`src/design/imm_pkg.sv`:
```
// Constants, field positions and types for the memory interleave mapper.
// Assumes a 40-bit coherent physical address with bit 39 as the line-byte end.
package imm_pkg;

  typedef enum logic [2:0] {
    mode_single,
    mode_one_pair,
    mode_two_pair,
    mode_three_pair,
    mode_four_pair
  } imm_mode_t;

  localparam int ADDR_W = 40;
  localparam int DATA_W = 32;
  localparam int RADDR_W = 4;

  // Address fields, counted from the low end of the address vector
  localparam int ROW_LSB = 31;
  localparam int BLK_SEL_LSB = 28;
  localparam int BANK_SEL_LSB = 26;
  localparam int SUB_W = 26;
  localparam int SMALL_LSB = 24;
  localparam int LINE_W = 5;
  localparam int PAGE_BYTES = 4096;
  localparam int PAGE_LINES = PAGE_BYTES / (1 << LINE_W);

  // Rotate index bit positions per mode
  localparam int BANK_ROT_NONE_LSB = 5;
  localparam int BANK_ROT_ONE_LSB = 6;
  localparam int BLK_ROT_ONE_LSB = 5;
  localparam int BANK_ROT_TWO_LSB = 7;
  localparam int BLK_ROT_TWO_LSB = 5;
  localparam int BANK_ROT_FOUR_LSB = 8;
  localparam int BLK_ROT_FOUR_LSB = 5;

  // Register word addresses
  localparam logic [3:0] REG_CONFIG = 4'h0;
  localparam logic [3:0] REG_BOARD_MAP = 4'h1;
  localparam logic [3:0] REG_ONLINE = 4'h2;
  localparam logic [3:0] REG_SMALL_ROW = 4'h3;
  localparam logic [3:0] REG_STATUS = 4'h4;
  localparam logic [3:0] REG_FAULT_INFO = 4'h5;

  // Field positions inside registers
  localparam int CFG_TWO_BANK_BIT = 3;
  localparam int ST_SEEN_BIT = 0;
  localparam int ST_RANGE_BIT = 1;
  localparam int ST_COUNT_LSB = 8;

  // Reset values
  localparam logic [2:0] RST_MODE = 3'h0;
  localparam logic [23:0] RST_BOARD_MAP = 24'hfac688;
  localparam logic [7:0] RST_ONLINE = 8'h00;
  localparam logic [7:0] RST_SMALL_ROW = 8'h00;
  localparam logic [7:0] RST_COUNT = 8'h00;

endpackage : imm_pkg

```
`src/design/imm_idx_if.sv`:
```
// Carrier between the mapper top and its two index and block stages.
// Assumes purely combinational use inside one clock domain.
interface imm_idx_if;
  imm_pkg::imm_mode_t mode;
  logic [imm_pkg::ADDR_W-1:0] addr;
  logic two_bank;
  logic [1:0] bank_idx;
  logic [2:0] block_idx;
  logic [2:0] logical_block;
  logic [1:0] bank;

  modport sel (input mode, input addr, output bank_idx, output block_idx);
  modport calc (input mode, input addr, input two_bank, input bank_idx, input block_idx,
                output logical_block, output bank);
  modport top (output mode, output addr, output two_bank, input logical_block, input bank);
endinterface : imm_idx_if

```
`src/design/imm_rotate_sel.sv`:
```
// Picks the bank and block rotate indices from the line position in the page.
// Assumes mode holds a legal code.
module imm_rotate_sel (
  imm_idx_if.sel idx
);

  always_comb begin
    idx.bank_idx = idx.addr[imm_pkg::BANK_ROT_NONE_LSB +: 2];
    idx.block_idx = 3'h0;
    unique case (idx.mode)
      imm_pkg::mode_single: begin
        idx.bank_idx = idx.addr[imm_pkg::BANK_ROT_NONE_LSB +: 2];
        idx.block_idx = 3'h0;
      end
      imm_pkg::mode_one_pair: begin
        idx.bank_idx = idx.addr[imm_pkg::BANK_ROT_ONE_LSB +: 2];
        idx.block_idx = {2'h0, idx.addr[imm_pkg::BLK_ROT_ONE_LSB]};
      end
      imm_pkg::mode_two_pair, imm_pkg::mode_three_pair: begin
        idx.bank_idx = idx.addr[imm_pkg::BANK_ROT_TWO_LSB +: 2];
        idx.block_idx = {1'b0, idx.addr[imm_pkg::BLK_ROT_TWO_LSB +: 2]};
      end
      imm_pkg::mode_four_pair: begin
        idx.bank_idx = idx.addr[imm_pkg::BANK_ROT_FOUR_LSB +: 2];
        idx.block_idx = idx.addr[imm_pkg::BLK_ROT_FOUR_LSB +: 3];
      end
    endcase
  end

endmodule // imm_rotate_sel

```
`src/design/imm_block_bank.sv`:
```
// Rotates the block and bank select fields by the rotate indices.
// Assumes mode holds a legal code.
module imm_block_bank (
  imm_idx_if.calc idx
);

  logic [2:0] blk_sel;
  logic [1:0] bank_sel;

  assign blk_sel = idx.addr[imm_pkg::BLK_SEL_LSB +: 3];
  assign bank_sel = idx.addr[imm_pkg::BANK_SEL_LSB +: 2];

  always_comb begin
    idx.logical_block = blk_sel;
    unique case (idx.mode)
      imm_pkg::mode_single: idx.logical_block = blk_sel;
      imm_pkg::mode_one_pair: idx.logical_block = {blk_sel[2:1], blk_sel[0] ^ idx.block_idx[0]};
      imm_pkg::mode_two_pair, imm_pkg::mode_three_pair: begin
        idx.logical_block = {blk_sel[2], 2'(blk_sel[1:0] + idx.block_idx[1:0])};
      end
      imm_pkg::mode_four_pair: idx.logical_block = 3'(blk_sel + idx.block_idx);
    endcase
  end

  // Two-bank controllers only honour the low bank bit
  always_comb begin
    if (idx.two_bank) begin
      idx.bank = {1'b0, bank_sel[0] ^ idx.bank_idx[0]};
    end else begin
      idx.bank = 2'(bank_sel + idx.bank_idx);
    end
  end

endmodule // imm_block_bank

```
`src/design/imm_mapper.sv`:
```
// Top of the memory interleave mapper: register file, online and range checks, output stage.
// Assumes requests are coherent memory references and configuration is quiet while they flow.
// Behaviour
// Support single block, one pair, two pairs and four pairs interleave spans.
// Three installed pairs use the same sixteen-way mode as two pairs.
// Block interleave applies to every coherent reference except in single-block mode.
// Logical block is translated to a physical board through a programmed map.
// Offline logical block raises fatal machine check instead of issuing the access; the code tests the online bit of the unrotated block select.
// Without interleave block index is zero, bank index from bits 33:34.
// Rotate index bits chosen from page offset according to the pair count.
// Noninterleaved logical block equals the block select field unchanged.
// One pair: invert block select low bit when the rotate index is one.
// Two pairs: keep top block bit, add rotate index to low two, mod four.
// Four pairs: block select plus three-bit rotate index, modulo eight.
// Bank equals bank select plus bank rotate index, mod four, with four banks.
// Controllers may be configured with two or four banks.
// Single-block mode keeps lines in one block, rotating over its banks.
// Two blocks give eight-way, four or six blocks give sixteen-way interleave.
// Small-density rows expose only the first 16 Mbytes of each subpartition.
// Patterns repeat over 4096-byte pages of 128 lines.
// Block select field is three bits choosing one of eight boards.
// Bank select field is two bits choosing one of four banks.
// Two-bank controllers sum only low bits of select and index, modulo two.
// Mode, pair count and bank count are held stable configuration.
//
// Our own choices: the register addresses and the address-and-strobe port.
module imm_mapper (
  input wire logic clock,
  input wire logic sys_rst,
  input wire logic [imm_pkg::RADDR_W-1:0] reg_addr,
  input wire logic [imm_pkg::DATA_W-1:0] reg_wdata,
  input wire logic reg_wr,
  input wire logic reg_rd,
  output logic [imm_pkg::DATA_W-1:0] reg_rdata,
  input wire logic req_valid,
  input wire logic [imm_pkg::ADDR_W-1:0] req_addr,
  output logic resp_valid,
  output logic [2:0] resp_board,
  output logic [1:0] resp_bank,
  output logic [2:0] resp_row,
  output logic [imm_pkg::SUB_W-1:0] resp_offset,
  output logic fatal_machine_check
);

  imm_pkg::imm_mode_t mode_q;
  logic two_bank_q;
  logic [23:0] board_map_q;
  logic [7:0] online_q;
  logic [7:0] small_row_q;
  logic seen_q;
  logic range_q;
  logic [7:0] count_q;
  logic [2:0] fault_block_q;
  logic [2:0] fault_row_q;
  logic [2:0] lb_q;
  logic [imm_pkg::DATA_W-1:0] rdata_d;
  logic [2:0] blk_sel;
  logic [2:0] row;
  logic [2:0] board_d;
  logic offline;
  logic out_of_range;
  logic fault_d;
  logic st_clear;

  imm_idx_if idx ();

  // Configuration reaches the stages unregistered; it must stay quiet during traffic
  assign idx.mode = mode_q;
  assign idx.addr = req_addr;
  assign idx.two_bank = two_bank_q;

  imm_rotate_sel u_sel (
    .idx (idx)
  );

  imm_block_bank u_calc (
    .idx (idx)
  );

  assign blk_sel = req_addr[imm_pkg::BLK_SEL_LSB +: 3];
  assign row = req_addr[imm_pkg::ROW_LSB +: 3];
  assign board_d = board_map_q[3*idx.logical_block +: 3];
  assign offline = !online_q[blk_sel];
  assign out_of_range = small_row_q[row] && (req_addr[imm_pkg::SMALL_LSB +: 2] != 2'h0);
  assign fault_d = req_valid && (offline || out_of_range);
  assign st_clear = reg_wr && (reg_addr == imm_pkg::REG_STATUS) && reg_wdata[imm_pkg::ST_SEEN_BIT];

  // Configuration register; illegal mode codes fall back to single block
  always_ff @(posedge clock) begin
    if (sys_rst) begin
      mode_q <= imm_pkg::imm_mode_t'(imm_pkg::RST_MODE);
      two_bank_q <= 1'b0;
    end else if (reg_wr && reg_addr == imm_pkg::REG_CONFIG) begin
      if (reg_wdata[2:0] > 3'(imm_pkg::mode_four_pair)) begin
        mode_q <= imm_pkg::mode_single;
      end else begin
        mode_q <= imm_pkg::imm_mode_t'(reg_wdata[2:0]);
      end
      two_bank_q <= reg_wdata[imm_pkg::CFG_TWO_BANK_BIT];
    end
  end

  always_ff @(posedge clock) begin
    if (sys_rst) begin
      board_map_q <= imm_pkg::RST_BOARD_MAP;
    end else if (reg_wr && reg_addr == imm_pkg::REG_BOARD_MAP) begin
      board_map_q <= reg_wdata[23:0];
    end
  end

  // Online mask starts cleared so software must bring boards up first
  always_ff @(posedge clock) begin
    if (sys_rst) begin
      online_q <= imm_pkg::RST_ONLINE;
    end else if (reg_wr && reg_addr == imm_pkg::REG_ONLINE) begin
      online_q <= reg_wdata[7:0];
    end
  end

  always_ff @(posedge clock) begin
    if (sys_rst) begin
      small_row_q <= imm_pkg::RST_SMALL_ROW;
    end else if (reg_wr && reg_addr == imm_pkg::REG_SMALL_ROW) begin
      small_row_q <= reg_wdata[7:0];
    end
  end

  // Sticky fault status; a new fault beats a clear in the same cycle
  always_ff @(posedge clock) begin
    if (sys_rst) begin
      seen_q <= 1'b0;
      range_q <= 1'b0;
      count_q <= imm_pkg::RST_COUNT;
      fault_block_q <= 3'h0;
      fault_row_q <= 3'h0;
    end else begin
      if (fault_d) begin
        seen_q <= 1'b1;
        range_q <= !offline && out_of_range;
        fault_block_q <= blk_sel;
        fault_row_q <= row;
        if (count_q != 8'hff) begin
          count_q <= 8'(count_q + 8'h01);
        end
      end else if (st_clear) begin
        seen_q <= 1'b0;
        range_q <= 1'b0;
        count_q <= imm_pkg::RST_COUNT;
      end
    end
  end

  always_comb begin
    rdata_d = '0;
    unique case (reg_addr)
      imm_pkg::REG_CONFIG: begin
        rdata_d[2:0] = 3'(mode_q);
        rdata_d[imm_pkg::CFG_TWO_BANK_BIT] = two_bank_q;
      end
      imm_pkg::REG_BOARD_MAP: rdata_d[23:0] = board_map_q;
      imm_pkg::REG_ONLINE: rdata_d[7:0] = online_q;
      imm_pkg::REG_SMALL_ROW: rdata_d[7:0] = small_row_q;
      imm_pkg::REG_STATUS: begin
        rdata_d[imm_pkg::ST_SEEN_BIT] = seen_q;
        rdata_d[imm_pkg::ST_RANGE_BIT] = range_q;
        rdata_d[imm_pkg::ST_COUNT_LSB +: 8] = count_q;
      end
      imm_pkg::REG_FAULT_INFO: rdata_d[5:0] = {fault_row_q, fault_block_q};
      default: rdata_d = '0;
    endcase
  end

  // Read data stands only in the cycle after the strobe
  always_ff @(posedge clock) begin
    if (sys_rst) begin
      reg_rdata <= '0;
    end else if (reg_rd) begin
      reg_rdata <= rdata_d;
    end else begin
      reg_rdata <= '0;
    end
  end

  // Output stage: one cycle of latency, faulted accesses are never issued
  always_ff @(posedge clock) begin
    if (sys_rst) begin
      resp_valid <= 1'b0;
      fatal_machine_check <= 1'b0;
    end else begin
      resp_valid <= req_valid && !fault_d;
      fatal_machine_check <= fault_d;
    end
  end

  always_ff @(posedge clock) begin
    if (sys_rst) begin
      resp_board <= 3'h0;
      resp_bank <= 2'h0;
      resp_row <= 3'h0;
      resp_offset <= '0;
      lb_q <= 3'h0;
    end else if (req_valid) begin
      resp_board <= board_d;
      resp_bank <= idx.bank;
      resp_row <= row;
      resp_offset <= req_addr[imm_pkg::SUB_W-1:0];
      lb_q <= idx.logical_block;
    end
  end

  // Checks

  a_issue_or_fault: assert property (@(posedge clock) disable iff (sys_rst)
    req_valid |=> (resp_valid ^ fatal_machine_check))
    else $error("request produced neither access nor fault");

  a_offline_fault: assert property (@(posedge clock) disable iff (sys_rst)
    req_valid && !online_q[blk_sel] |=> fatal_machine_check && !resp_valid)
    else $error("offline block access was issued");

  a_fault_sticky: assert property (@(posedge clock) disable iff (sys_rst)
    fault_d |=> seen_q && fatal_machine_check)
    else $error("fault did not set the sticky status");

  // A clear in the same cycle must not stop the count from stepping
  a_fault_count: assert property (@(posedge clock) disable iff (sys_rst)
    fault_d && count_q != 8'hff |=> count_q == 8'($past(count_q) + 8'h01))
    else $error("fault count did not step");

  a_board_map: assert property (@(posedge clock) disable iff (sys_rst)
    resp_valid |-> resp_board == board_map_q[3*lb_q +: 3])
    else $error("board does not follow the map");

  a_data_hold: assert property (@(posedge clock) disable iff (sys_rst)
    !$past(req_valid) |-> $stable(resp_board) && $stable(resp_bank))
    else $error("response fields moved without a request");

  a_single_block: assert property (@(posedge clock) disable iff (sys_rst)
    req_valid && mode_q == imm_pkg::mode_single |=> lb_q == $past(blk_sel))
    else $error("single block mode rotated the block");

  a_one_pair_flip: assert property (@(posedge clock) disable iff (sys_rst)
    req_valid && mode_q == imm_pkg::mode_one_pair
    |=> lb_q == $past({blk_sel[2:1], blk_sel[0] ^ req_addr[imm_pkg::BLK_ROT_ONE_LSB]}))
    else $error("one pair block wrong");

  a_two_pair_sum: assert property (@(posedge clock) disable iff (sys_rst)
    req_valid && (mode_q == imm_pkg::mode_two_pair || mode_q == imm_pkg::mode_three_pair)
    |=> lb_q == $past({blk_sel[2], 2'(blk_sel[1:0] + req_addr[imm_pkg::BLK_ROT_TWO_LSB +: 2])}))
    else $error("two pair block wrong");

  a_four_pair_sum: assert property (@(posedge clock) disable iff (sys_rst)
    req_valid && mode_q == imm_pkg::mode_four_pair
    |=> lb_q == $past(3'(blk_sel + req_addr[imm_pkg::BLK_ROT_FOUR_LSB +: 3])))
    else $error("four pair block wrong");

  a_single_bank: assert property (@(posedge clock) disable iff (sys_rst)
    req_valid && mode_q == imm_pkg::mode_single && !two_bank_q
    |=> resp_bank == $past(2'(req_addr[imm_pkg::BANK_SEL_LSB +: 2] + req_addr[imm_pkg::BANK_ROT_NONE_LSB +: 2])))
    else $error("single block bank rotation wrong");

  a_one_pair_bank: assert property (@(posedge clock) disable iff (sys_rst)
    req_valid && mode_q == imm_pkg::mode_one_pair && !two_bank_q
    |=> resp_bank == $past(2'(req_addr[imm_pkg::BANK_SEL_LSB +: 2] + req_addr[imm_pkg::BANK_ROT_ONE_LSB +: 2])))
    else $error("one pair bank rotation wrong");

  a_two_pair_bank: assert property (@(posedge clock) disable iff (sys_rst)
    req_valid && (mode_q == imm_pkg::mode_two_pair || mode_q == imm_pkg::mode_three_pair) && !two_bank_q
    |=> resp_bank == $past(2'(req_addr[imm_pkg::BANK_SEL_LSB +: 2] + req_addr[imm_pkg::BANK_ROT_TWO_LSB +: 2])))
    else $error("two pair bank rotation wrong");

  a_four_pair_bank: assert property (@(posedge clock) disable iff (sys_rst)
    req_valid && mode_q == imm_pkg::mode_four_pair && !two_bank_q
    |=> resp_bank == $past(2'(req_addr[imm_pkg::BANK_SEL_LSB +: 2] + req_addr[imm_pkg::BANK_ROT_FOUR_LSB +: 2])))
    else $error("four pair bank rotation wrong");

  a_two_bank_low: assert property (@(posedge clock) disable iff (sys_rst)
    req_valid && two_bank_q |=> resp_bank[1] == 1'b0)
    else $error("two bank mode used the upper bank");

  a_two_bank_sum: assert property (@(posedge clock) disable iff (sys_rst)
    req_valid && mode_q == imm_pkg::mode_single && two_bank_q
    |=> resp_bank[0] == $past(req_addr[imm_pkg::BANK_SEL_LSB] ^ req_addr[imm_pkg::BANK_ROT_NONE_LSB]))
    else $error("two bank rotation wrong");

  a_small_range: assert property (@(posedge clock) disable iff (sys_rst)
    req_valid && out_of_range |=> fatal_machine_check && seen_q)
    else $error("small row overrun not faulted");

  a_range_flag: assert property (@(posedge clock) disable iff (sys_rst)
    req_valid && out_of_range && online_q[blk_sel] |=> range_q)
    else $error("range only fault not flagged");

  a_rdata_idle: assert property (@(posedge clock) disable iff (sys_rst)
    !$past(reg_rd) |-> reg_rdata == '0)
    else $error("read data outside its cycle");

  c_small_overrun: cover property (@(posedge clock) disable iff (sys_rst)
    req_valid && out_of_range ##1 fatal_machine_check);

  c_four_pair: cover property (@(posedge clock) disable iff (sys_rst)
    req_valid && mode_q == imm_pkg::mode_four_pair ##1 resp_valid);
  c_offline: cover property (@(posedge clock) disable iff (sys_rst)
    req_valid && offline ##1 fatal_machine_check);
  c_two_bank: cover property (@(posedge clock) disable iff (sys_rst)
    req_valid && two_bank_q ##1 resp_valid);
  c_clear_race: cover property (@(posedge clock) disable iff (sys_rst)
    fault_d && st_clear);

endmodule // imm_mapper

```
`config.mk`:
```
export PLATFORM = sky130hd
export DESIGN_NAME = imm_mapper
export DESIGN_NICKNAME = d
export VERILOG_FILES = /design/src/design/imm_pkg.sv /design/src/design/imm_idx_if.sv /design/src/design/imm_rotate_sel.sv /design/src/design/imm_block_bank.sv /design/src/design/imm_mapper.sv
export SDC_FILE = /design/constraint.sdc
export NUM_CORES = 1
export LEC_CHECK = 0
export ABC_CLOCK_PERIOD_IN_PS = 2700
export BUFFER_PORTS_ARGS = -buffer_cell sky130_fd_sc_hd__buf_2
export CAP_MARGIN = 30
export CORE_MARGIN = 2
export CORE_UTILIZATION = 47
export DETAILED_ROUTE_END_ITERATION = 8
export HOLD_SLACK_MARGIN = 0.12
export PLACE_DENSITY = 0.82
export SYNTH_ARGS = -nofsm -noshare
export SYNTH_HDL_FRONTEND = slang
export SYNTH_HIERARCHICAL = 1
export SYNTH_SLANG_ARGS = --single-unit
```
`constraint.sdc`:
```
create_clock -name clock -period 2.7 [get_ports clock]
set_clock_uncertainty 0.15 [all_clocks]
set_input_delay 0.27 -clock clock [delete_from_list [all_inputs] [get_ports clock]]
set_output_delay 0.27 -clock clock [all_outputs]
set_load 0.01 [all_outputs]
```
### Yosys cells after proc, flatten, opt, wreduce, memory -nomap -nowiden

Index checks and enable logic that the tools add are counted.

| storage, ports and cells | value |
|---|---|
| register bits after elaboration | 128 |
| bits of input ports | 81 |
| output and inout port bits | 68 |
| word-level logic and storage cells | 84 |

| cells by class | value |
|---|---|
| add/subtract/negate cells | 4 |
| $mul | 1 |
| magnitude comparators | 3 |
| equality and inequality tests | 11 |
| shift-type cells | 1 |
| multiplexer cells | 20 |
| bitwise logic cells | 4 |
| reductions and logical operators | 21 |

Operators by type and width:

| kind | count |
|---|---|
| $mux W8 | 3 |
| $pmux W3 S4 | 2 |
| $shiftx A24 B6 Y3 | 1 |
| $pmux W2 S4 | 2 |
| $pmux W8 S2 | 1 |
| $pmux W2 S6 | 1 |
| $logic_and A1 B1 Y1 | 10 |
| $pmux W2 S5 | 1 |
| $add A8 B1 Y8 const B | 1 |
| $eq A4 B2 Y1 const B | 2 |
| $eq A4 B3 Y1 const B | 2 |
| $lt A3 B4 Y1 const B | 2 |
| $ne A8 B8 Y1 const B | 1 |
| $bmux W1 S3 | 2 |
| $eq A3 B2 Y1 const B | 2 |
| $pmux W2 S3 | 1 |
| $mul A2 B3 Y5 const A | 1 |
| $mux W1 | 5 |
| $add A2 B2 Y2 | 2 |
| $eq A4 B1 Y1 const B | 1 |
| $logic_not A4 Y1 | 1 |
| $reduce_bool A2 Y1 | 2 |
| $reduce_or A2 Y1 | 2 |
| $add A3 B3 Y3 | 1 |
| other kinds (13) | 16 |

### Longest topological paths before layout

Gate-level depths: netlist of run 1.

| logic depth | value |
|---|---|
| depth in word-level cells | 7 |
| depth in mapped cells | 11 |

### By module

The synthesis of run 1 kept the hierarchy.

By module, submodules not included:

| module | instances | cells an instance | area each (µm²) | seq. area each (µm²) |
|---|---|---|---|---|
| imm_mapper | 1 | 523 | 4949.7 | 2402.3 |
| imm_block_bank | 1 | 15 | 140.1 | 0.0 |
| imm_rotate_sel | 1 | 19 | 140.1 | 0.0 |

### Worst setup path before layout of run 1

No wires, ideal clock.

| path | value |
|---|---|
| kind | flip-flop to flip-flop |
| start point | reg mode_q[1], in the netlist idx.mode[1] |
| end point | reg resp_board[0] |
| library setup time | 0.148 ns |
| data arrival time | 2.596 ns |
| required time | 2.402 ns |
| setup slack | -0.194 ns |
| stages on the path, launching flop included | 12 |
| period minus slack after synthesis | 2.894 ns |
| path through | dfxtp_1 nor2_4 xnor2_2 and2_1 ha_1 fa_1 xor2_1 nand3_1 xnor2_1 mux4_2 mux2i_1 a211oi_1 |

| on the way | value |
|---|---|
| cells in the longest elaborated chain, start to end | 7 |
| elaborated cells on any way between the ends | 13 |
| those cells by class | add/sub: 2; mul: 1; eq/ne: 4; shift: 1; mux: 2; bitwise: 1; reduce/logical: 2 |

RTL lines:

| what | RTL line | text |
|---|---|---|
| start: declaration | imm_mapper.sv:45 | `imm_pkg::imm_mode_t mode_q;` |
| start signal: assignment | imm_mapper.sv:91 | `mode_q <= imm_pkg::imm_mode_t'(imm_pkg::RST_MODE);` |
| start signal: assignment | imm_mapper.sv:95 | `mode_q <= imm_pkg::mode_single;` |
| start signal: assignment | imm_mapper.sv:97 | `mode_q <= imm_pkg::imm_mode_t'(reg_wdata[2:0]);` |
| $eq A3 B2 Y1 | imm_rotate_sel.sv:10 | `unique case (idx.mode)` |
| $reduce_or A2 Y1 | imm_rotate_sel.sv:10 |  |
| $pmux W3 S4 * | imm_rotate_sel.sv:10 |  |
| via idx.block_idx[0] | imm_idx_if.sv:8 | `logic [2:0] block_idx;` |
| $add A3 B3 Y3 * | imm_block_bank.sv:21 | `imm_pkg::mode_four_pair: idx.logical_block = 3'(blk_sel + idx.block_idx);` |
| $pmux W3 S4 * | imm_block_bank.sv:15 | `unique case (idx.mode)` |
| via idx.logical_block[2] | imm_idx_if.sv:9 | `logic [2:0] logical_block;` |
| $mul A2 B3 Y5 * | imm_mapper.sv:82 | `assign board_d = board_map_q[3*idx.logical_block +: 3];` |
| $shiftx A24 B6 Y3 * | imm_mapper.sv:82 |  |
| end signal: assignment | imm_mapper.sv:203 | `resp_board <= board_d;` |
| end: declaration | imm_mapper.sv:38 | `output logic [2:0] resp_board,` |

The timed path passes the listed nets; every way through them passes the cells marked *.
A chain may end at the register's enable or synchronous reset.

### Final worst setup path of run 1

| path | value |
|---|---|
| start point | reg mode_q[0], in the netlist idx.mode[0] |
| end point | reg resp_board[0] |

Same word-level chain as after synthesis.

==> flow_metrics.env, run 1 <==
export IMPL_async_flop_share_pct=0
export IMPL_grt_max_degree=79
export IMPL_hp_class="input pin to flip-flop"
export IMPL_ir_drop_uv=491.2
export IMPL_die_w_microns=109.5
export IMPL_ys_warn_count=6
export IMPL_seq_power_share_pct=40.7
export IMPL_grt_ovfl_total=0
export IMPL_min_period_over_period_pct=103.3
export IMPL_min_period_ns=2.789
export IMPL_start_util_pct=48.25
export IMPL_cts_max_level=4
export IMPL_drive_gt1_share_pct=26.29
export IMPL_avgSynthCellArea_sq_um=9.390
export IMPL_synth_top_area_share_pct=45.93
export IMPL_power_total_mw=4.579
export IMPL_p_comb_share_pct=10.1
export IMPL_synth_largest_area_cell="dfxtp_1"
export IMPL_core_area_sq_mm=0.01084
export IMPL_tightest_slew_ns=0.8337
export IMPL_io_buffers=126
export IMPL_slowest_delay_ns=0.40
export IMPL_cpLargestDelayFamily="multiplexers"
export IMPL_wl_per_cell_microns=18.65
export IMPL_critPathMaxFanout=6
export IMPL_ff_latch_area_sq_mm=0.002406
export IMPL_max_freq_ghz=0.3586
export IMPL_max_clock_path_buffers=2
export IMPL_rsz0062_at_grt="yes"
export IMPL_netSwitchingPower_mw=1.132
export IMPL_syn_area_sq_mm=0.005230
export IMPL_p_per_area_mw_per_mm2=619.1
export IMPL_status="finished, violations left"
export IMPL_cts_root_buf="clkbuf_8"
export IMPL_hold_viol_final=0
export IMPL_violations="setup timing"
export IMPL_dp_worst_setup_slack_ns=-0.1041
export IMPL_cts_made_buffers=17
export IMPL_cp_num_buf_inv=2
export IMPL_ant_nets=0
export IMPL_cts_tree="built"
export IMPL_drt_iter0_drc=518
export IMPL_grt_pass1_wl_mm=26.65
export IMPL_routed_wl_mm=17.08
export IMPL_p_leak_nw=3.355
export IMPL_syn_inst=557
export IMPL_grt_pass1_vias=5274
export IMPL_firstDrtPassIters=6
export IMPL_layout_common_cells="126 x buf_2, 117 x dfxtp_1, 82 x nor2_1, 76 x dlygate4sd3_1"
export IMPL_finish_utilization_pct=68.22
export IMPL_layout_setup_ws_ns=-0.08850
export IMPL_min_path_cells=4
export IMPL_area_growth_pct=41.41
export IMPL_p_int_mw=3.447
export IMPL_synthTopCellsByArea="dfxtp_1 46%, mux2i_1 12%, nor2_1 5.9%"
export IMPL_required_ns=2.92
export IMPL_arrival_ns=3.01
export IMPL_crit_path_start_kind="flip-flop"
export IMPL_nets=848
export IMPL_cp_cell_sequence="nor2_4 > buf_4 > mux2i_1 > nor2b_1 > fa_2 > xor2_1 > nand3_1 > xnor2_2 > buf_6 > mux4_2 > mux2i_1 > a211oi_1"
export IMPL_die_h_microns=109.5
export IMPL_multiInputGateArea_sq_mm=0.002648
export IMPL_maxSlewViolCount=0
export IMPL_worstSetupPathType="flip-flop to flip-flop"
export IMPL_clk_latency_ns=0.53
export IMPL_ios=149
export IMPL_drc_errors=0
export IMPL_clkPwrFrac_pct=49.2
export IMPL_antenna_found_initial=0
export IMPL_hpwl_mm=10.35
export IMPL_ys_seq_area_share_pct=45.93
export IMPL_clock_sinks=120
export IMPL_num_vias=5194
export IMPL_layout_commonest_cell="buf_2"
export IMPL_switching_share_pct=24.72
export IMPL_cp_depth=12
export IMPL_track_usage_pct=29.45
export IMPL_viasPerCell=5.670
export IMPL_row_count=38
export IMPL_antenna_cells=0
export IMPL_die_area_sq_mm=0.01199
export IMPL_cp_slowest_cell="fa_2"
export IMPL_path_clk_slew_ns=0.06
export IMPL_nFillCells=772
export IMPL_crit_path_end_kind="flip-flop"
export IMPL_synth_seq_cells=120
export IMPL_yosysUniqueCellTypes=60
export IMPL_setup_viol=3
export IMPL_synth_main_ff_cell="dfxtp_1"
export IMPL_maxSlewHeadroom_pct=44.42
export IMPL_max_cap_violations=0
export IMPL_reg2reg_depth=12
export IMPL_crit_path_frequent_cell="mux2i_1"
export IMPL_synth_edff_count=0
export IMPL_place_congestion=0.9798
[cells by family (layout without fill, tap and decap cells)]
| kind of cell | count (synthesis) | count (layout) | synth area share [%] |
|---|---|---|---|
| other cells | 1 | 8 | 0.07170 |
| simple gates | 213 | 213 | 18.30 |
| buf+inv | 50 | 262 | 4.426 |
| compound gates | 83 | 83 | 10.48 |
| fa+ha+maj | 4 | 4 | 1.101 |
| mux | 80 | 80 | 18.54 |
| flops | 120 | 120 | 45.93 |
| xor+xnor | 6 | 6 | 1.149 |
[cell type report]
| cell class | count | share of cell area, % |
|---|---|---|
| clock inverters | 12 | 1.895 |
| clock buffers | 20 | 6.158 |
| flip-flops and latches | 120 | 32.53 |
| multi-input cells | 394 | 35.80 |
| well taps | 140 | 2.368 |
| repair buffers | 221 | 20.79 |
| inverters | 9 | 0.4568 |
[state kept, by name, indices dropped and copies added, names as in the netlist]
name	flops
fault_block_q	3
resp_board	3
resp_bank	2
seen_q	1
fatal_machine_check	1
resp_row	3
board_map_q	24
count_q	8
online_q	8
reg_rdata	24
resp_valid	1
range_q	1
idx.mode	3
small_row_q	8
idx.two_bank	1
resp_offset	26
fault_row_q	3
[Yosys cell counts, drive strengths merged (2+ instances only)]
| master | instances |
|---|---|
| nor2b | 4 |
| a211oi | 7 |
| o2111a | 2 |
| mux4 | 12 |
| o21ai | 12 |
| a22o | 9 |
| xnor2 | 3 |
| mux2 | 6 |
| nand3 | 28 |
| nor2 | 84 |
| and2 | 10 |
| buf | 16 |
| a22oi | 2 |
| clkbuf | 25 |
| o32a | 2 |
| nand3b | 3 |
| nor3 | 4 |
| nand2 | 62 |
| nand4 | 3 |
| a2111oi | 2 |
| ha | 3 |
| a21oi | 31 |
| dfxtp | 120 |
| nor3b | 4 |
| nand2b | 3 |
| and3 | 3 |
| o22ai | 4 |
| xor2 | 3 |
| mux2i | 62 |
| inv | 9 |
[tightest hold or removal path, stage by stage]
cell	delay [ns]
buf_2	0.13
nand3_1	0.23
a21oi_1	0.11
nor2_1	0.08
[power by group through the flow]
stage	Sequential, mW	Clock, mW	Combinational, mW
6_report	1.86	2.25	0.463
3_5_place_dp	1.90	0	0.360
5_1_grt	1.87	2.35	0.493
2_1_floorplan	1.91	0	0.203
3_3_place_gp	1.89	0	0.348
4_1_cts	1.86	2.27	0.442
[metal layers]
layer	GRT usage, %	up-vias	part of all wire [%]
met5	0	-	0
met4	17.90	0	5.0
met3	8.180	90	8.2
met2	49.34	312	50
met1	33.23	2439	37
li1	-	2353	-
[per-stage QoR]
step | setup TNS, ns | cell area, sq um | hold WS [ns] | std cells
final | -0.2392 | 7396 | 0.1877 | 916
after global routing | -0.4245 | 7396 | 0.2168 | 916
after CTS | 0 | 7385 | 0.1424 | 915
after detailed placement | -0.2979 | 5996 | 0.3180 | 805
after global placement | -0.01294 | 5996 | 0.3058 | 805
after floorplan | 0 | 5271 | 0.2440 | 564
[final timing paths]
kind | startpoint | to | slack (ns)
min reg2reg | fault_row_q[2] | fault_row_q[2] | 0.33
min | reg_wr | idx.mode[2] | 0.19
max | idx.mode[0] | resp_board[0] | -0.09
max reg2reg | idx.mode[0] | resp_board[0] | -0.09
[what timing repair did]
action / 4_1_cts / 5_1_grt
pin swaps: 6 / 7
buffers inserted: 2 / 1
setup endpoints to repair: 3 / 3
hold endpoints to repair: 89 / 0
hold buffers: 76 / 0
resized for setup: 4 / 1
Note: power is estimated with default switching activity, not from simulation.
==> inputs of run 2 (changes only) <==
--- a/config.mk
+++ b/config.mk
@@ -13,6 +13,7 @@
 export DETAILED_ROUTE_END_ITERATION = 8
 export HOLD_SLACK_MARGIN = 0.12
 export PLACE_DENSITY = 0.82
+export SKIP_LAST_GASP = 1
 export SYNTH_ARGS = -nofsm -noshare
 export SYNTH_HDL_FRONTEND = slang
 export SYNTH_HIERARCHICAL = 1
==> run 2 against run 1 <==
  * The flow still finishes with violations (setup timing)
  * Sequential cell count is the same
  * Via count fell by 0.79%
  * Maximum frequency down 0.80%
  * Sequential power about the same
  * Cell count unchanged
  * Non-clock buffer count unchanged
  * Register-to-register slack lost 0.02 ns
  * Global-route usage shrank 0.51 points
  * Final area is the same
  * Sequential share of layout area unchanged
  * Die area is the same
  * Critical endpoint unchanged
  * Largest cell class unchanged
  * Largest power group unchanged
  * Highest routed layer unchanged
==> flow_metrics.env, run 2 (same netlist as run 1, synthesis figures left out) <==
export IMPL_status="finished, violations left"
export IMPL_violations="setup timing"
export IMPL_cp_cell_sequence="nor2_4 > buf_4 > mux2i_1 > nor2b_1 > fa_2 > xor2_1 > nand3_1 > xnor2_2 > buf_6 > mux4_2 > mux2i_1 > a211oi_1"
export IMPL_power_total_mw=4.582
export IMPL_arrival_ns=3.03
export IMPL_hold_path_end="resp_bank[1]"
export IMPL_crit_path_frequent_cell="mux2i_1"
export IMPL_cts_root_buf="clkbuf_8"
export IMPL_worstSetupPathType="flip-flop to flip-flop"
export IMPL_die_h_microns=109.5
export IMPL_hold_viol_final=0
export IMPL_drt_iter0_drc=437
export IMPL_layout_commonest_cell="buf_2"
export IMPL_ir_drop_uv=498.5
export IMPL_dp_worst_setup_slack_ns=-0.1041
export IMPL_hp_start="req_addr[27]"
export IMPL_min_path_cells=6
export IMPL_drive_gt1_share_pct=26.29
export IMPL_antenna_found_initial=0
export IMPL_place_congestion=0.9798
export IMPL_finish_utilization_pct=68.22
export IMPL_multiInputGateArea_sq_mm=0.002648
export IMPL_cp_slowest_cell="fa_2"
export IMPL_start_util_pct=48.25
export IMPL_routed_wl_mm=16.85
export IMPL_io_buffers=126
export IMPL_antenna_cells=0
export IMPL_slowest_delay_ns=0.41
export IMPL_tightest_slew_ns=0.8326
export IMPL_whs_ns=0.1792
export IMPL_top_regs="resp_offset: 26 flops, board_map_q: 24 flops, reg_rdata: 24 flops"
export IMPL_layout_setup_ws_ns=-0.1111
export IMPL_track_usage_pct=28.94
export IMPL_path_clk_slew_ns=0.06
export IMPL_top_register="resp_offset"
export IMPL_max_clock_path_buffers=2
export IMPL_core_area_sq_mm=0.01084
export IMPL_cts_max_level=4
export IMPL_hp_class="input pin to flip-flop"
export IMPL_die_area_sq_mm=0.01199
export IMPL_clk_latency_ns=0.53
export IMPL_drc_errors=0
export IMPL_num_vias=5153
export IMPL_largest_register_ffs=26
export IMPL_ios=149
export IMPL_viasPerCell=5.626
export IMPL_hpwl_mm=10.35
export IMPL_max_cap_violations=0
export IMPL_worstReg2RegEnd="resp_board[0]"
export IMPL_wl_per_cell_microns=18.39
export IMPL_area_growth_pct=41.41
export IMPL_grt_max_degree=79
export IMPL_row_count=38
export IMPL_critPathMaxFanout=6
export IMPL_firstDrtPassIters=5
export IMPL_r2r_start="idx.mode[0]"
export IMPL_min_period_over_period_pct=104.1
export IMPL_nets=848
export IMPL_grt_pass1_wl_mm=26.23
export IMPL_cts_tree="built"
export IMPL_nFillCells=779
export IMPL_ff_latch_area_sq_mm=0.002406
export IMPL_maxSlewViolCount=0
export IMPL_clock_sinks=120
export IMPL_setup_viol=3
export IMPL_reg2reg_depth=12
export IMPL_grt_pass1_vias=5264
export IMPL_required_ns=2.92
export IMPL_cts_made_buffers=17
export IMPL_p_per_area_mw_per_mm2=619.6
export IMPL_tns_ns=-0.3103
export IMPL_p_leak_nw=3.351
export IMPL_layout_common_cells="126 x buf_2, 117 x dfxtp_1, 82 x nor2_1, 76 x dlygate4sd3_1"
export IMPL_max_freq_ghz=0.3557
export IMPL_rsz0062_at_grt="yes"
export IMPL_rrSetupSlack_ns=-0.11
export IMPL_min_period_ns=2.811
export IMPL_crit_path_end_kind="flip-flop"
export IMPL_maxSlewHeadroom_pct=44.49
export IMPL_grt_ovfl_total=0
export IMPL_die_w_microns=109.5
export IMPL_crit_path_start_kind="flip-flop"
export IMPL_ant_nets=0
export IMPL_cp_startpoint="idx.mode[0]"
==> run 2: cell counts in the layout (fill, tap and decap cells not counted) <==
No cell type changed its count.
==> run 2: worst max path at each step <==
stage,endpoint,depth (start not counted)
after floorplan,resp_board[0],11
after global placement,resp_board[1],12
after detailed placement,resp_board[2],12
after CTS,resp_board[0],12
after global routing,resp_board[1],12
final,resp_board[0],12
==> run 2: where the power goes <==
group	internal (mW)	total (mW)	switching, mW
Clock	1.40	2.26	0.863
Combinational	0.222	0.459	0.237
Sequential	1.83	1.86	0.0353
==> run 2: critical path, delay by kind of cell, from the launching register on <==
family / cells / cell delay [ns]
buffers and inverters: 2 / 0.29
multiplexers: 3 / 0.63
AO/OA/AOI/OAI: 1 / 0.09
flip-flops: 1 / 0.36
AND/OR/NAND/NOR: 3 / 0.32
XOR/XNOR: 2 / 0.42
adder cells (fa/ha/maj): 1 / 0.41
==> run 2: layout make-up <==
cell class                 count  area share (%)
multi-input combinational    394           35.80
sequential                   120           32.53
timing repair buffer         221           20.79
clock buffer                  20           6.158
tap                          140           2.368
clock inverter                12           1.895
inverter                       9          0.4568
==> run 2: layer usage <==
metal | track usage [%] | up-vias | routed length [microns]
met4 | 15.73 | 0 | 795
met3 | 7.528 | 77 | 1412
met1 | 33.02 | 2431 | 6342
met5 | 0 | - | 0
li1 | - | 2351 | -
met2 | 49.34 | 294 | 8296
==> run 2: repair_timing <==
action                                  in CTS  in global routing
endpoints found under the setup margin       3                  3
pin swaps                                    6                  8
buffers inserted                             2                  1
gates cloned                                 0                  0
endpoints found under the hold margin       89                  0
hold buffers                                76                  0
gates resized for setup                      3                  2
==> run 2: per-stage QoR <==
step	std cells	instance area [sq um]
6_report	916	7396
3_5_place_dp	805	5996
2_1_floorplan	564	5271
5_1_grt	916	7396
3_3_place_gp	805	5996
4_1_cts	915	7375
==> inputs of run 3 (changes only) <==
--- a/config.mk
+++ b/config.mk
@@ -5,14 +5,15 @@
 export SDC_FILE = /design/constraint.sdc
 export NUM_CORES = 1
 export LEC_CHECK = 0
-export ABC_CLOCK_PERIOD_IN_PS = 2700
+export ABC_CLOCK_PERIOD_IN_PS = 3500
 export BUFFER_PORTS_ARGS = -buffer_cell sky130_fd_sc_hd__buf_2
 export CAP_MARGIN = 30
 export CORE_MARGIN = 2
-export CORE_UTILIZATION = 47
+export CORE_UTILIZATION = 50
 export DETAILED_ROUTE_END_ITERATION = 8
 export HOLD_SLACK_MARGIN = 0.12
-export PLACE_DENSITY = 0.82
+export PLACE_DENSITY = 0.83
+export REMOVE_ABC_BUFFERS = 1
 export SKIP_LAST_GASP = 1
 export SYNTH_ARGS = -nofsm -noshare
 export SYNTH_HDL_FRONTEND = slang
==> constraint.sdc (replaced) <==
create_clock -name clock -period 3.5 [get_ports clock]
set_clock_uncertainty 0.15 [all_clocks]
set_input_delay 0.35 -clock clock [delete_from_list [all_inputs] [get_ports clock]]
set_output_delay 0.35 -clock clock [all_outputs]
set_load 0.01 [all_outputs]
==> run 3 against run 2 <==
  * The flow now finishes without violations
  * Final area down 3.6%
  * Routed wire length down 11%
  * Critical path depth unchanged
  * Hold slack better by 0.051 ns
  * Setup slack better by 0.20 ns
  * Clock-buffer cell count up 2
  * Sequential share of layout area up 1.2 points
  * Clock power down 25%
  * Die area down 5.8%
  * Utilization up 1.4 points
  * Sequential cell count unchanged
==> flow_metrics.env, run 3 (same netlist as run 1, synthesis figures left out) <==
export IMPL_status="finished clean"
export IMPL_cts_root_buf="clkbuf_8"
export IMPL_largest_register_ffs=26
export IMPL_viasPerCell=5.528
export IMPL_rsz0062_at_grt="no"
export IMPL_die_area_sq_mm=0.01129
export IMPL_drt_iter0_drc=545
export IMPL_grt_ovfl_total=0
export IMPL_cts_max_level=4
export IMPL_dpl_instance_area_sq_mm=0.005934
export IMPL_area_growth_pct=36.29
export IMPL_power_total_mw=3.455
export IMPL_worstReg2RegEnd="resp_board[2]"
export IMPL_layout_common_cells="126 x buf_2, 120 x dfxtp_1, 82 x nor2_1"
export IMPL_max_clock_path_buffers=2
export IMPL_num_vias=4914
export IMPL_drc_errors=0
export IMPL_antenna_found_initial=0
export IMPL_place_congestion=0.9202
export IMPL_ios=149
export IMPL_io_buffers=126
export IMPL_required_ns=3.70
export IMPL_cp_num_buf_inv=1
export IMPL_nFillCells=726
export IMPL_cp_cell_sequence="nor2_4 > xnor2_2 > and2_1 > ha_1 > fa_1 > xor2_1 > nand3_1 > xnor2_1 > buf_4 > mux4_2 > mux2i_1 > a211oi_1"
export IMPL_max_cap_violations=0
export IMPL_track_usage_pct=26.91
export IMPL_arrival_ns=3.61
export IMPL_grt_pass1_wl_mm=23.82
export IMPL_slowest_delay_ns=0.55
export IMPL_core_area_sq_mm=0.01023
export IMPL_path_clk_slew_ns=0.06
export IMPL_cp_slowest_cell="dfxtp_1"
export IMPL_worstSetupPathType="flip-flop to flip-flop"
export IMPL_crit_path_end="resp_board[2]"
export IMPL_hp_class="input pin to flip-flop"
export IMPL_layout_commonest_cell="buf_2"
export IMPL_post_cts_buffers=0
export IMPL_ant_nets=0
export IMPL_maxSlewViolCount=0
export IMPL_min_period_over_period_pct=97.43
export IMPL_routed_wl_mm=14.95
export IMPL_top_regs="resp_offset: 26 flops, board_map_q: 24 flops, reg_rdata: 24 flops"
export IMPL_top_register="resp_offset"
export IMPL_tightest_slew_ns=0.9265
export IMPL_clk_latency_ns=0.52
export IMPL_cts_tree="built"
export IMPL_hold_viol_final=0
export IMPL_die_h_microns=106.3
export IMPL_cpLargestDelayFamily="adder cells"
export IMPL_ff_latch_area_sq_mm=0.002402
export IMPL_die_w_microns=106.3
export IMPL_reg2reg_depth=12
export IMPL_crit_path_end_kind="flip-flop"
export IMPL_tns_ns=0
export IMPL_finish_utilization_pct=69.67
export IMPL_cts_made_buffers=17
export IMPL_p_leak_nw=3.268
export IMPL_cp_startpoint="idx.mode[0]"
export IMPL_clock_sinks=120
export IMPL_cp_depth=12
export IMPL_nets=825
export IMPL_min_period_ns=3.410
export IMPL_r2r_start="idx.mode[0]"
export IMPL_ir_drop_uv=284.8
export IMPL_multiInputGateArea_sq_mm=0.002623
export IMPL_critPathMaxFanout=8
export IMPL_grt_pass1_vias=4872
export IMPL_rrSetupSlack_ns=0.09
export IMPL_hpwl_mm=9.746
export IMPL_crit_path_start_kind="flip-flop"
export IMPL_wl_per_cell_microns=16.82
export IMPL_p_per_area_mw_per_mm2=484.8
export IMPL_final_area_sq_mm=0.007128
export IMPL_antenna_cells=0
export IMPL_firstDrtPassIters=7
export IMPL_max_freq_ghz=0.2932
export IMPL_maxSlewHeadroom_pct=38.00
export IMPL_setup_viol=0
export IMPL_drive_gt1_share_pct=24.57
export IMPL_start_util_pct=51.12
export IMPL_row_count=37
export IMPL_whs_ns=0.2302
export IMPL_grt_max_degree=79
-- run 3: how the worst min path moves through the flow --
stage / cells past startpoint / slack [ns] / start / endpoint
floorplan: 1 / 0.27 / sys_rst / board_map_q[0]
global placement: 2 / 0.31 / seen_q / seen_q
detailed placement: 2 / 0.31 / seen_q / seen_q
CTS: 4 / 0.23 / reg_addr[1] / reg_rdata[5]
global route: 4 / 0.24 / reg_addr[1] / reg_rdata[5]
finish: 4 / 0.23 / reg_addr[1] / reg_rdata[5]
-- run 3: report_power, final --
group	switching (mW)	internal [mW]
combinational	0.170	0.163
sequential	0.0271	1.41
clock	0.633	1.05
total	0.830	2.63
-- run 3: final cells by class --
cell class                 instances  area share, %
multi-input combinational        394          36.79
sequential                       120          33.70
timing repair buffer             198          18.61
clock buffer                      22          6.354
tap                              136          2.387
clock inverter                    10          1.685
inverter                           9         0.4739
-- run 3: per-stage QoR --
step | setup WS (ns) | instances
after floorplan | 0.6019 | 523
after global placement | 0.5447 | 795
after detailed placement | 0.4636 | 795
after CTS | 0.2317 | 889
after global routing | 0.07680 | 889
final | 0.08979 | 889
-- run 3: tightest hold or removal path: cells and delay by family --
kind / cells / cell delay [ns]
AO/OA/AOI/OAI: 1 / 0.16
buffers and inverters: 1 / 0.16
AND/OR/NAND/NOR: 2 / 0.18
-- run 3: layer usage --
| layer | global-route usage [%] | up-vias | share of wire [%] |
|---|---|---|---|
| li1 | - | 2300 | - |
| met1 | 32.00 | 2319 | 39 |
| met2 | 47.16 | 243 | 51 |
| met4 | 9.586 | 0 | 3.0 |
| met3 | 6.560 | 52 | 7.0 |
| met5 | 0 | - | 0 |
-- run 3: timing repair --
item | CTS | global route
endpoints found under the hold margin | 87 | 0
hold buffers | 62 | 0
resized for setup | 0 | 0
endpoints found under the setup margin | 0 | 0
